**config.mk**
```make
export PLATFORM = sky130hd
export DESIGN_NAME = ssfc_top
export DESIGN_NICKNAME = d
export VERILOG_FILES = /design/src/logic/ssfc_pkg.sv /design/src/logic/ssfc_top.sv
export VERILOG_INCLUDE_DIRS = /design/src /design/src/logic
export SDC_FILE = /design/constraint.sdc
export NUM_CORES = 1
export LEC_CHECK = 0
export BUFFER_PORTS_ARGS = -buffer_cell sky130_fd_sc_hd__buf_2
export CORE_ASPECT_RATIO = 2
export CORE_MARGIN = 5
export CORE_UTILIZATION = 32
export DETAILED_ROUTE_END_ITERATION = 10
export HOLD_SLACK_MARGIN = 0.12
export PLACE_DENSITY = 0.6
export SETUP_SLACK_MARGIN = 0.15
export SYNTH_ARGS = -nofsm -noshare
export SYNTH_HDL_FRONTEND = slang
export SYNTH_SLANG_ARGS = --single-unit
```
**constraint.sdc**
```tcl
create_clock -name mclk -period 23.4 [get_ports mclk]
set_clock_uncertainty 0.1 [all_clocks]
set_input_delay 4.68 -clock mclk [delete_from_list [all_inputs] [get_ports mclk]]
set_output_delay 4.68 -clock mclk [all_outputs]
set_load 0.03 [all_outputs]
```
**src/logic/ssfc_map.svh**
```systemverilog
// Purpose: Constants of the servo special-function configuration block
// Assumes: Parameter words addressed by their word address, 32-bit data port
// Notes: Offsets below, then resets, the function list and timing counts
`ifndef SSFC_MAP_SVH
`define SSFC_MAP_SVH
`define SSFC_ADR_GEAR1 16'h0300
`define SSFC_ADR_GEAR2 16'h0278
`define SSFC_ADR_GEAR3 16'h027A
`define SSFC_ADR_GEAR4 16'h027C
`define SSFC_ADR_RSVD_A 16'h027E
`define SSFC_ADR_RSVD_B 16'h0280
`define SSFC_ADR_SF1 16'h0282
`define SSFC_ADR_SF2 16'h0284
`define SSFC_ADR_SETTLE 16'h0286
`define SSFC_ADR_TRACK 16'h0288
`define SSFC_ADR_ZST 16'h0302
`define SSFC_ADR_FST 16'h0304
`define SSFC_RST_GEAR1 32'h00000001
`define SSFC_RST_GEAR2 32'h00000080
`define SSFC_RST_GEAR3 32'h00000010
`define SSFC_RST_GEAR4 32'h00000080
`define SSFC_RST_SETTLE 16'h000F
`define SSFC_RST_ZST 16'h000A
`define SSFC_RST_FST 16'h0000
`define SSFC_SF1_ABN 6
`define SSFC_SF1_WIRE 8
`define SSFC_SF1_CUT 9
`define SSFC_SF1_ZCL 10
`define SSFC_SF1_INH 11
`define SSFC_SF1_PHL 12
`define SSFC_SF1_ENC 13
`define SSFC_SF1_FRIC 15
`define SSFC_SF2_LV 2
`define SSFC_SF2_B4 4
`define SSFC_SF2_SCL 5
`define SSFC_SF2_ROUTE 9
`define SSFC_CLK_MHZ 100
`define SSFC_TICK_US 1000
`define SSFC_TICK_CYCLES (`SSFC_TICK_US * `SSFC_CLK_MHZ)
`define SSFC_SETTLE_TICKS 100
`define SSFC_SLEW_STEP 16'h0010
`endif

```
**src/logic/ssfc_pkg.sv**
```systemverilog
// Purpose: Types of the servo special-function configuration block
// Assumes: Constants come from ssfc_map.svh
// Notes: One packed state struct carries all registers
package ssfc_pkg;
  typedef struct packed {
    logic [31:0] gear1;
    logic [31:0] gear2;
    logic [31:0] gear3;
    logic [31:0] gear4;
    logic [15:0] sf1;
    logic [15:0] sf2;
    logic [15:0] settle;
    logic [15:0] track;
    logic [15:0] zst;
    logic [15:0] fst;
    logic [31:0] rdata;
    logic rvalid;
    logic [6:0] s1;
    logic [6:0] s2;
    logic [16:0] tick_cnt;
    logic tick;
    logic [31:0] gear;
    logic clamp;
    logic lock;
    logic [15:0] spd;
    logic [15:0] fric;
    logic [15:0] fric_step;
    logic fric_ramp;
    logic lv_alarm;
    logic [6:0] alarms;
    logic alm;
    logic warn;
    logic [1:0] pulse;
    logic [23:0] in_cnt;
    logic done;
  } ssfc_state_s;
endpackage

```
**src/logic/ssfc_top.sv**
```systemverilog
// Purpose: Gear numerator select, protection gating, clamp and pulse inhibit
// Assumes: Pins pass two flip-flops; condition inputs come from mclk logic
// Notes: Speeds are magnitudes; the caller keeps the sign
`timescale 1ns/1ps
`include "ssfc_map.svh"
module ssfc_top
  import ssfc_pkg::*;
#(
  parameter int TICK_CYCLES = `SSFC_TICK_CYCLES
) (
  // Clock and reset
  input wire logic mclk,
  input wire logic srst,
  // Parameter access
  input wire logic par_wr,
  input wire logic par_rd,
  input wire logic [15:0] par_addr,
  input wire logic [31:0] par_wdata,
  output logic [31:0] par_rdata,
  output logic par_rvalid,
  // Pins, asynchronous
  input wire logic numerator_select_lo,
  input wire logic numerator_select_hi,
  input wire logic zero_speed_lock,
  input wire logic negative_travel_limit,
  input wire logic positive_travel_limit,
  input wire logic pulse_fwd_in,
  input wire logic pulse_rev_in,
  // Input assignment and modes
  input wire logic select_lo_assigned,
  input wire logic select_hi_assigned,
  input wire logic speed_mode,
  input wire logic pulse_train_position_mode,
  input wire logic analog_source,
  input wire logic full_closed_loop,
  input wire logic semi_auto_tuning,
  input wire logic tuning_adjusting,
  // Commands and measurements
  input wire logic [15:0] speed_cmd_in,
  input wire logic [15:0] motor_speed,
  input wire logic [15:0] friction_in,
  // Raw alarm conditions
  input wire logic pulse_abnormal,
  input wire logic wiring_error,
  input wire logic phase_cut,
  input wire logic input_phase_loss,
  input wire logic encoder_output_fault,
  input wire logic b4_condition,
  input wire logic scale_break,
  input wire logic low_voltage,
  input wire logic routed_alarm,
  input wire logic alarm_clear,
  // Results
  output logic [31:0] gear_numerator,
  output logic zero_clamp_active,
  output logic position_lock,
  output logic [15:0] speed_cmd_out,
  output logic pulse_fwd_out,
  output logic pulse_rev_out,
  output logic [15:0] friction_out,
  output logic abnormal_pulse_alarm,
  output logic wiring_alarm,
  output logic phase_cut_alarm,
  output logic phase_loss_alarm,
  output logic encoder_output_alarm,
  output logic ignorable_alarm_b4,
  output logic linear_scale_break_alarm,
  output logic low_voltage_alarm,
  output logic alarm_output,
  output logic warning_output,
  output logic inertia_done
);

  ssfc_state_s st;
  ssfc_state_s next_st;
  logic [6:0] pins;
  logic clamp_cond;

  assign pins = {pulse_rev_in, pulse_fwd_in, positive_travel_limit, negative_travel_limit,
                 zero_speed_lock, numerator_select_hi, numerator_select_lo};

  // Reserved and unmapped words answer zero
  function automatic logic [31:0] read_word(input ssfc_state_s s, input logic [15:0] a);
    case (a)
      `SSFC_ADR_GEAR1: read_word = s.gear1;
      `SSFC_ADR_GEAR2: read_word = s.gear2;
      `SSFC_ADR_GEAR3: read_word = s.gear3;
      `SSFC_ADR_GEAR4: read_word = s.gear4;
      `SSFC_ADR_SF1: read_word = {16'h0000, s.sf1};
      `SSFC_ADR_SF2: read_word = {16'h0000, s.sf2};
      `SSFC_ADR_SETTLE: read_word = {16'h0000, s.settle};
      `SSFC_ADR_TRACK: read_word = {16'h0000, s.track};
      `SSFC_ADR_ZST: read_word = {16'h0000, s.zst};
      `SSFC_ADR_FST: read_word = {16'h0000, s.fst};
      default: read_word = 32'h00000000;
    endcase
  endfunction

  assign clamp_cond = speed_mode && st.s2[2] && (speed_cmd_in < st.zst);

  ////////////////////////////////////////////////////////////////////////////
  always_comb begin
    next_st = st;
    // Two-stage synchronisers for all pins
    next_st.s1 = pins;
    next_st.s2 = st.s1;
    // Millisecond tick, shared by ramps and the settle counter
    next_st.tick = 1'b0;
    if (st.tick_cnt == 17'(TICK_CYCLES - 1)) begin
      next_st.tick_cnt = 17'h00000;
      next_st.tick = 1'b1;
    end else begin
      next_st.tick_cnt = st.tick_cnt + 17'h00001;
    end
    // Parameter port; reserved words fall to default and are dropped
    if (par_wr) begin
      case (par_addr)
        `SSFC_ADR_GEAR1: next_st.gear1 = par_wdata;
        `SSFC_ADR_GEAR2: next_st.gear2 = par_wdata;
        `SSFC_ADR_GEAR3: next_st.gear3 = par_wdata;
        `SSFC_ADR_GEAR4: next_st.gear4 = par_wdata;
        `SSFC_ADR_SF1: next_st.sf1 = par_wdata[15:0];
        `SSFC_ADR_SF2: next_st.sf2 = par_wdata[15:0];
        `SSFC_ADR_SETTLE: next_st.settle = par_wdata[15:0];
        `SSFC_ADR_TRACK: next_st.track = par_wdata[15:0];
        `SSFC_ADR_ZST: next_st.zst = par_wdata[15:0];
        `SSFC_ADR_FST: next_st.fst = par_wdata[15:0];
        default: next_st.rvalid = st.rvalid;
      endcase
    end
    next_st.rvalid = par_rd;
    next_st.rdata = par_rd ? read_word(st, par_addr) : 32'h00000000;
    // Numerator select; an unassigned select input counts as low
    case ({select_hi_assigned && st.s2[1], select_lo_assigned && st.s2[0]})
      2'b01: next_st.gear = st.gear2;
      2'b10: next_st.gear = st.gear3;
      2'b11: next_st.gear = st.gear4;
      default: next_st.gear = st.gear1;
    endcase
    // Protection gating
    next_st.alarms[0] = pulse_abnormal && !st.sf1[`SSFC_SF1_ABN];
    next_st.alarms[1] = wiring_error && st.sf1[`SSFC_SF1_WIRE];
    next_st.alarms[2] = phase_cut && st.sf1[`SSFC_SF1_CUT];
    next_st.alarms[3] = input_phase_loss && !st.sf1[`SSFC_SF1_PHL];
    next_st.alarms[4] = encoder_output_fault && !st.sf1[`SSFC_SF1_ENC];
    next_st.alarms[5] = b4_condition && !st.sf2[`SSFC_SF2_B4];
    next_st.alarms[6] = scale_break && full_closed_loop && st.sf2[`SSFC_SF2_SCL];
    // Low voltage: latched mode holds until cleared, a new event beats the clear
    if (st.sf2[`SSFC_SF2_LV]) begin
      next_st.lv_alarm = low_voltage;
    end else begin
      next_st.lv_alarm = low_voltage || (st.lv_alarm && !alarm_clear);
    end
    next_st.alm = routed_alarm && st.sf2[`SSFC_SF2_ROUTE];
    next_st.warn = routed_alarm && !st.sf2[`SSFC_SF2_ROUTE];
    // Zero clamp
    next_st.clamp = clamp_cond;
    next_st.lock = clamp_cond && !st.sf1[`SSFC_SF1_ZCL];
    if (clamp_cond && !st.sf1[`SSFC_SF1_ZCL]) begin
      next_st.spd = 16'h0000;
    end else if (clamp_cond && !analog_source) begin
      next_st.spd = 16'h0000;
    end else if (st.sf1[`SSFC_SF1_ZCL] && analog_source) begin
      // Slewed on the tick; a coarse stand-in for the S-curve
      if (st.tick) begin
        if (clamp_cond) begin
          next_st.spd = (st.spd > `SSFC_SLEW_STEP) ? st.spd - `SSFC_SLEW_STEP : 16'h0000;
        end else if (st.spd + `SSFC_SLEW_STEP < speed_cmd_in) begin
          next_st.spd = st.spd + `SSFC_SLEW_STEP;
        end else if (st.spd > speed_cmd_in + `SSFC_SLEW_STEP) begin
          next_st.spd = st.spd - `SSFC_SLEW_STEP;
        end else begin
          next_st.spd = speed_cmd_in;
        end
      end
    end else begin
      next_st.spd = speed_cmd_in;
    end
    // Pulse inhibit toward an active travel limit
    next_st.pulse = {st.s2[6], st.s2[5]};
    if (pulse_train_position_mode && st.sf1[`SSFC_SF1_INH]) begin
      next_st.pulse[0] = st.s2[5] && !st.s2[4];
      next_st.pulse[1] = st.s2[6] && !st.s2[3];
    end
    // Friction compensation below the zero-speed threshold
    if (motor_speed >= st.zst) begin
      next_st.fric = friction_in;
      next_st.fric_ramp = 1'b0;
    end else if (st.sf1[`SSFC_SF1_FRIC]) begin
      if (!st.fric_ramp) begin
        next_st.fric_ramp = 1'b1;
        if (st.fst == 16'h0000) begin
          next_st.fric = 16'h0000;
        end else begin
          next_st.fric_step = (st.fric / st.fst) | 16'h0001;
        end
      end else if (st.tick) begin
        next_st.fric = (st.fric > st.fric_step) ? st.fric - st.fric_step : 16'h0000;
      end
    end else begin
      next_st.fric_ramp = 1'b0;
    end
    // Inertia settle: settle word counts tenths, each worth SETTLE_TICKS ticks
    if (!semi_auto_tuning) begin
      next_st.in_cnt = 24'h000000;
      next_st.done = 1'b0;
    end else if (!tuning_adjusting) begin
      next_st.in_cnt = 24'h000000;
    end else if (!st.done) begin
      if (st.in_cnt >= 24'(st.settle * `SSFC_SETTLE_TICKS)) begin
        next_st.done = 1'b1;
      end else if (st.tick) begin
        next_st.in_cnt = st.in_cnt + 24'h000001;
      end
    end
  end

  always_ff @(posedge mclk) begin
    if (srst) begin
      st <= '0;
      st.gear1 <= `SSFC_RST_GEAR1;
      st.gear2 <= `SSFC_RST_GEAR2;
      st.gear3 <= `SSFC_RST_GEAR3;
      st.gear4 <= `SSFC_RST_GEAR4;
      st.gear <= `SSFC_RST_GEAR1;
      st.settle <= `SSFC_RST_SETTLE;
      st.zst <= `SSFC_RST_ZST;
      st.fst <= `SSFC_RST_FST;
    end else begin
      st <= next_st;
    end
  end

  ////////////////////////////////////////////////////////////////////////////
  assign par_rdata = st.rdata;
  assign par_rvalid = st.rvalid;
  assign gear_numerator = st.gear;
  assign zero_clamp_active = st.clamp;
  assign position_lock = st.lock;
  assign speed_cmd_out = st.spd;
  assign pulse_fwd_out = st.pulse[0];
  assign pulse_rev_out = st.pulse[1];
  assign friction_out = st.fric;
  assign abnormal_pulse_alarm = st.alarms[0];
  assign wiring_alarm = st.alarms[1];
  assign phase_cut_alarm = st.alarms[2];
  assign phase_loss_alarm = st.alarms[3];
  assign encoder_output_alarm = st.alarms[4];
  assign ignorable_alarm_b4 = st.alarms[5];
  assign linear_scale_break_alarm = st.alarms[6];
  assign low_voltage_alarm = st.lv_alarm;
  assign alarm_output = st.alm;
  assign warning_output = st.warn;
  assign inertia_done = st.done;
endmodule

```
# Word level (Yosys, flattened, before mapping)
# Index checks and enable logic that the tools add are counted.
[word_totals]
reg_bits = 409
input_bits = 125
out_inout_bits = 112
word_cells = 145
[op_classes]
add_sub_neg = 6
multipliers = 1
n_div = 1
n_lt_le_gt_ge = 7
eq_ne = 16
n_mux = 21
bitwise_logic = 9
n_reduce_logical = 54
[ops]
columns = ["operator", "n"]
rows = [
  ["$pmux W32 S10", 1],
  ["$mux W16", 12],
  ["$eq A16 B10 Y1 const B", 10],
  ["$pmux W32 S3", 1],
  ["$add A16 B5 Y16 const B", 2],
  ["$gt A16 B16 Y1", 2],
  ["$lt A16 B16 Y1", 2],
  ["$mux W32", 1],
  ["$add A24 B1 Y24 const B", 1],
  ["$ge A24 B23 Y1", 1],
  ["$logic_and A1 B1 Y1", 21],
  ["$mul A16 B5 Y21 const B", 1],
  ["$reduce_and A2 Y1", 10],
  ["$add A17 B1 Y17 const B", 1],
  ["$eq A17 B17 Y1 const B", 1],
  ["$mux W17", 1],
  ["$div A16 B16 Y16", 1],
  ["$ge A16 B16 Y1", 1],
  ["$gt A16 B5 Y1 const B", 1],
  ["$logic_not A16 Y1", 1],
  ["$sub A16 B16 Y16", 1],
  ["$sub A16 B5 Y16 const B", 1],
  ["$logic_not A1 Y1", 10],
  ["$not A1 Y1", 9],
  ["13 further kinds", 22],
]

# Longest topological paths before layout
# Gate-level depths: netlist of run 1.
[logic_depth]
ltp_word = 7
mapped_depth = 127
mapped_depth_nobuf = 121

# Worst setup path before layout of run 1
# Ideal clock, no wire load.
[synth_path]
path_kind = "register -> register"
start = "register st[200] (netlist bit)"
end = "register st[39] (netlist bit)"
setup_time_ps = 134
arrival_ps = 23800
required_time_ps = 23166
slack_ps = -633
stages_incl_launch_ff = 108
path_buffers = 5
period_less_slack_ps = 24033
path_cell_list = "dfxtp_1 or4_1 buf_4 nor4_4 a41o_1 nor2_1 ha_1 o21ai_0 nand2b_1 and3_2 o31ai_2 ha_1 a21oi_1 nand2_1 and3_1 buf_2 o22a_1 ha_1 [72 not listed] a211oi_1 nor2b_1 o21ai_0 nand2b_1 a31oi_1 clkbuf_1 o21ai_0 ha_1 o21a_1 o21a_1 o21ai_0 a21oi_1 o21a_1 o21ai_0 a21oi_1 o221a_2 nand2_1 o31ai_1"
[synth_via]
elab_chain_len = 3
word_cells_on_any_way = 4
cone_classes = "div (1); bitwise (1); reduce/logical (2)"
[synth_rtl]
columns = ["item", "line", "text"]
rows = [
  ["start: declaration", "ssfc_top.sv:74", "ssfc_state_s st;"],
  ["start signal: assignment", "ssfc_top.sv:230", "st <= next_st;"],
  ["parallel branches: the longest is 3 deep, another holds $div A16 B16 Y16", "n/a", ""],
]
# Several ways; the timed one is not identified.
# A chain may end at the register's enable or synchronous reset.

# Final worst setup path of run 1
[layout_path]
start = "register st[185] (netlist bit)"
end = "register st[39] (netlist bit)"
# Same word-level chain as after synthesis.

==> results.cfg, run 1 <==
[run_status]
status = finished, final reports clean

[die]
core_sq_mm = 0.0858
die_area_sq_mm = 0.0925
start_util_pct = 32.1
top_level_ports = 237
die_w_um = 218
die_h_um = 425
placementRows = 152

[global_routing]
grt_max_degree = 171
grt_pass1_vias = 26800
overflow = 0
antenna_found_initial = 16
grt_first_pass_wirelength_um = 158000
grt.total_usage_pct = 22.0

[critical_path]
start_kind = flop
worstPathRequired_ns = 23.75
worstPathMaxFanout = 7
cpPeakStageDelay_ns = 0.51
crit_path_end_kind = flop
path_class = flop to flop
cpMaxStageDelayCell = or4b_4
arrival_ns = 22.64

[timing]
worstMarginPinSlew_ns = 1.17
setup_tns_ns = 0
hold_violations = 0
maxSlewHeadroom_pct = 21.8
drv_slew = 0
setup_violations = 0
finalCritPeriodShare_pct = 95.2
fmax_ghz = 0.0449
fin_crit_ns = 22.29
setup_ws_ns = 1.11

[detailed_routing]
avgViaCountPerCell = 5.42
routed_wl_um = 106000
drc = 0
wl_per_cell_um = 21.4
drt_iter0_drc = 2094
drtAntennaViolNets = 0
vias = 26900
drtPass1Iterations = 10

[layout]
area_delta_synth_final_pct = 22.4
finalNetCount = 4187
final_common_cell = nand2_1
fillers = 8717
finalNonFillerCells = 4970
drive_above_1_share_pct = 22.8
final_cell_mix = nand2_1, dfxtp_1, buf_4, a21oi_1, ha_1

[logic_synthesis]
synthDistinctLibCells = 95
netlist_area_sq_mm = 0.0276
async_reset_ff_share_pct = 0
synth_edf_count = 0
synthFlopType = dfxtp_1
yosysWarnings = 0
synth_seq_area_share_pct = 29.7
synthCells = 3416
ys_ff_latch = 409
synth_nets = 3828
syn_avg_cell_area_sq_um = 8.07

[cts]
cts_buffers = 42
clock-sinks = 409
cts_tree = done
clockBufferDepth = 3
clk_pin_slew_worst_paths_ns = 0.06
clk_latency_ns = 0.62
cts-root-buf = clkbuf_16
htreeDepth = 2

[placed_design]
place_hpwl_um = 79300
dp_slack_ns = -0.328
placed_cells = 4865
gp_congestion = 0.928
io_buffers = 236

[worst_hold_path]
hp-class = flop to flop

[flow_run]
maxCapViolCount = 0
## state kept, by name (all words and copies together) (netlist names), 7 cells and up
register / count
par_rdata: 32
st: 290
gear_numerator: 32
speed_cmd_out: 16
next_st: 7
friction_out: 16
## cells in the mapped netlist (all sizes together), types with 41 or more instances
master	number	area share, %
ha	275	12
xor2	59	1.9
clkbuf	172	2.3
a31oi	41	0.98
nor2b	62	1.4
nor2	180	2.5
dfxtp	409	30
a21o	63	1.7
nor3	68	1.3
nand3	72	1.3
xnor2	82	2.6
a21oi	350	6.4
o21ai	103	1.9
buf	109	2.8
nand2	578	7.9
inv	179	2.4
## final timing paths
check / from / to / slack, ns / depth (start not counted)
setup reg to reg: st[185] / st[39] / 1.11 / 116
hold / removal: st[144] / pulse_rev_out / 0.32 / 2
hold reg to reg: st[144] / pulse_rev_out / 0.32 / 2
setup / recovery: st[185] / st[39] / 1.11 / 116
## metrics by stage
stage	hold slack [ns]	instance area, sq um	util, %
finish	0.321	33700	39.3
global placement	0.315	31500	36.7
global route	0.347	33700	39.3
floorplan	0.299	27600	-
CTS	0.328	33100	38.6
detailed placement	0.317	31500	36.7
## per-layer routing
| metal | global-route usage (%) | vias up | share of wire, % | routed length (um) |
|---|---|---|---|---|
| met3 | 3.47 | 365 | 5.7 | 6110 |
| met1 | 23.3 | 12800 | 36 | 38600 |
| li1 | - | 12800 | - | - |
| met4 | 14.9 | 2 | 7.9 | 8400 |
| met5 | 0 | - | 0.0066 | 7 |
| met2 | 39.5 | 990 | 50 | 53300 |
## kinds of logic (layout without fill, tap and decap cells)
| group | Yosys count | in the layout | share of synthesized area (%) |
|---|---|---|---|
| buffers and inverters | 460 | 851 | 7.60 |
| flip-flops | 409 | 409 | 29.7 |
| multiplexers | 82 | 82 | 4.58 |
| adder cells (fa/ha/maj) | 287 | 287 | 13.4 |
| AND/OR/NAND/NOR | 1166 | 1166 | 19.4 |
| other | 0 | 8 | 0 |
| XOR/XNOR | 141 | 141 | 4.48 |
| AO/OA/AOI/OAI | 871 | 871 | 20.8 |
## repair_timing
item | in CTS | in global routing
gates cloned | 0 | 0
hold buffers | 0 | 0
setup endpoints to repair | 1 | 2
setup buffers | 2 | 19
pin swaps | 5 | 38
gates resized for setup | 20 | 92
## layout make-up
| class | instances | area, sq um | area share, % |
|---|---|---|---|
| multi-input cells | 2547 | 17900 | 53.1 |
| flip-flops and latches | 409 | 8190 | 24.3 |
| repair buffers | 596 | 3930 | 11.6 |
| well taps | 1155 | 1450 | 4.28 |
| clock buffers | 48 | 1110 | 3.30 |
| inverters | 179 | 672 | 1.99 |
| clock inverters | 28 | 453 | 1.34 |
| diodes | 8 | 20.0 | 0.0593 |
## critical path, delay by kind of cell (launching register included)
family                     cells  cell delay, ns
AOI/OAI and AO/OA             54            9.75
adders and majority gates     15            4.42
buffers and inverters         15            2.00
DFF                            1            0.33
muxes                          4            1.21
and+or+nand+nor               28            4.31
Power of run 1 is not shown: default switching activity piles up to over one toggle a cycle in this logic, so the estimate is an artifact.
==> run 2: changes to the inputs <==
--- a/config.mk
+++ b/config.mk
@@ -6,13 +6,14 @@
 export SDC_FILE = /design/constraint.sdc
 export NUM_CORES = 1
 export LEC_CHECK = 0
-export BUFFER_PORTS_ARGS = -buffer_cell sky130_fd_sc_hd__buf_2
 export CORE_ASPECT_RATIO = 2
 export CORE_MARGIN = 5
 export CORE_UTILIZATION = 32
+export CTS_BUF_LIST = sky130_fd_sc_hd__clkbuf_16
 export DETAILED_ROUTE_END_ITERATION = 10
+export DONT_BUFFER_PORTS = 1
 export HOLD_SLACK_MARGIN = 0.12
-export PLACE_DENSITY = 0.6
+export PLACE_DENSITY = 0.57
 export SETUP_SLACK_MARGIN = 0.15
 export SYNTH_ARGS = -nofsm -noshare
 export SYNTH_HDL_FRONTEND = slang
==> results.cfg, run 2 (synthesized netlist as in run 1, its figures left out) <==
[run_status]
status = finished, final reports clean

[layout]
finalNetCount = 3798
area_delta_synth_final_pct = 13.2
final_cell_mix = nand2_1, dfxtp_1, a21oi_1, ha_1, buf_4
largest_register_ff_count = 290
drive_above_1_share_pct = 13.6
final_common_cell = nand2_1
top_register = st
postLayoutCellArea_sq_mm = 0.0312

[critical_path]
cpPeakStageDelay_ns = 0.54
r2r-start = st[194]
start_kind = flop
cpMostUsedCell = ha_1
reg2reg_to = st[39]
crit_path_end_kind = flop
worstPathMaxFanout = 11
cpMaxStageDelayCell = or4b_4
worstPathRequired_ns = 23.78
path_class = flop to flop
crit_start = st[194]
ff2ff_setup_slack_ns = 1.28
arrival_ns = 22.50
reg2regPathDepth = 107

[global_routing]
grt_first_pass_wirelength_um = 152000
overflow = 0
antenna_found_initial = 5
grt.total_usage_pct = 21.3
grt_pass1_vias = 25300
grt_max_degree = 318

[timing]
rsz0062_at_grt = false
maxSlewHeadroom_pct = 21.5
fmax_ghz = 0.0452
drv_slew = 0
fin_crit_ns = 22.12
worstMarginPinSlew_ns = 1.18
timing.hold.ws_ns = 0.331
hold_violations = 0
setup_ws_ns = 1.28
setup_violations = 0
finalCritPeriodShare_pct = 94.5

[die]
core_sq_mm = 0.0858
die_w_um = 218
die_area_sq_mm = 0.0925
top_level_ports = 237
start_util_pct = 32.1
die_h_um = 425
placementRows = 152

[cts]
htreeDepth = 2
clk_latency_ns = 0.61
cts-root-buf = clkbuf_16
cts_buffers = 43
cts_tree = done
clk_pin_slew_worst_paths_ns = 0.07
clockBufferDepth = 3
clock-sinks = 409

[detailed_routing]
wl_per_cell_um = 22.5
routed_wl_um = 103000
avgViaCountPerCell = 5.52
drtPass1Iterations = 6
vias = 25200
drc = 0
drtAntennaViolNets = 0
drt_iter0_drc = 1635

[worst_hold_path]
min_from = st[144]
holdPathEnd = pulse_rev_out
hp-class = flop to flop
min_path_cells = 2

[placed_design]
gp_congestion = 0.940
io_buffers = 0
dp_slack_ns = -0.428
place_area_sq_mm = 0.0291
place_hpwl_um = 76600

[flow_run]
maxCapViolCount = 0
[run 2: cell types whose count changed in the layout (fill, tap and decap cells not counted), sizes merged, moves of 2 or more]
| cell | change |
|---|---|
| clkinv | +6 |
| bufinv | -3 |
| buf | -391 |
| clkinvlp | -2 |
| clkbuf | -3 |
| diode | -3 |
[run 2: what timing repair did]
action,4_1_cts,5_1_grt
cloned,0,1
buffers inserted,6,13
hold buffers,0,0
setup endpoints to repair,1,2
pin swaps,6,33
resized for setup,21,85
[run 2: worst max-delay path: cells and delay by family (launching register included)]
family	cells	cell delay [ns]
adders and majority gates	14	4.07
muxes	5	1.60
DFF	1	0.35
buffers and inverters	11	1.65
AOI/OAI and AO/OA	47	8.76
and+or+nand+nor	30	5.41
[run 2: worst max path at each step]
stage,slack (ns),end,cells past startpoint
after floorplan,0.21,st[39],123
after global placement,0.03,st[39],113
after detailed placement,-0.43,st[39],107
after CTS,0.18,st[39],113
after global routing,0.08,st[39],120
final,1.28,st[39],107
[run 2: layout make-up]
| class | instances | area [sq um] |
|---|---|---|
| repair buffers | 206 | 1560 |
| clock buffers | 45 | 1130 |
| fillers | 8848 | 54600 |
| inverters | 179 | 672 |
| multi-input cells | 2547 | 17900 |
| diodes | 5 | 12.5 |
| clock inverters | 30 | 329 |
| well taps | 1155 | 1450 |
| flip-flops and latches | 409 | 8190 |
[run 2: metal layers]
layer	global-route usage [%]	routed length, um	vias to the layer above
met5	0	12	-
met4	12.3	6790	2
met3	4.89	7130	293
met2	39.7	53300	862
met1	21.3	35900	12100
li1	-	-	12000
[run 2: per-stage QoR]
| stage | setup TNS [ns] | util, % | cells |
|---|---|---|---|
| after floorplan | 0 | - | 3416 |
| after global placement | 0 | 33.9 | 4476 |
| after detailed placement | -0.428 | 33.9 | 4476 |
| after CTS | 0 | 35.8 | 4557 |
| after global routing | 0 | 36.4 | 4571 |
| final | 0 | 36.4 | 4576 |
Power of run 2 is left out for the same reason.
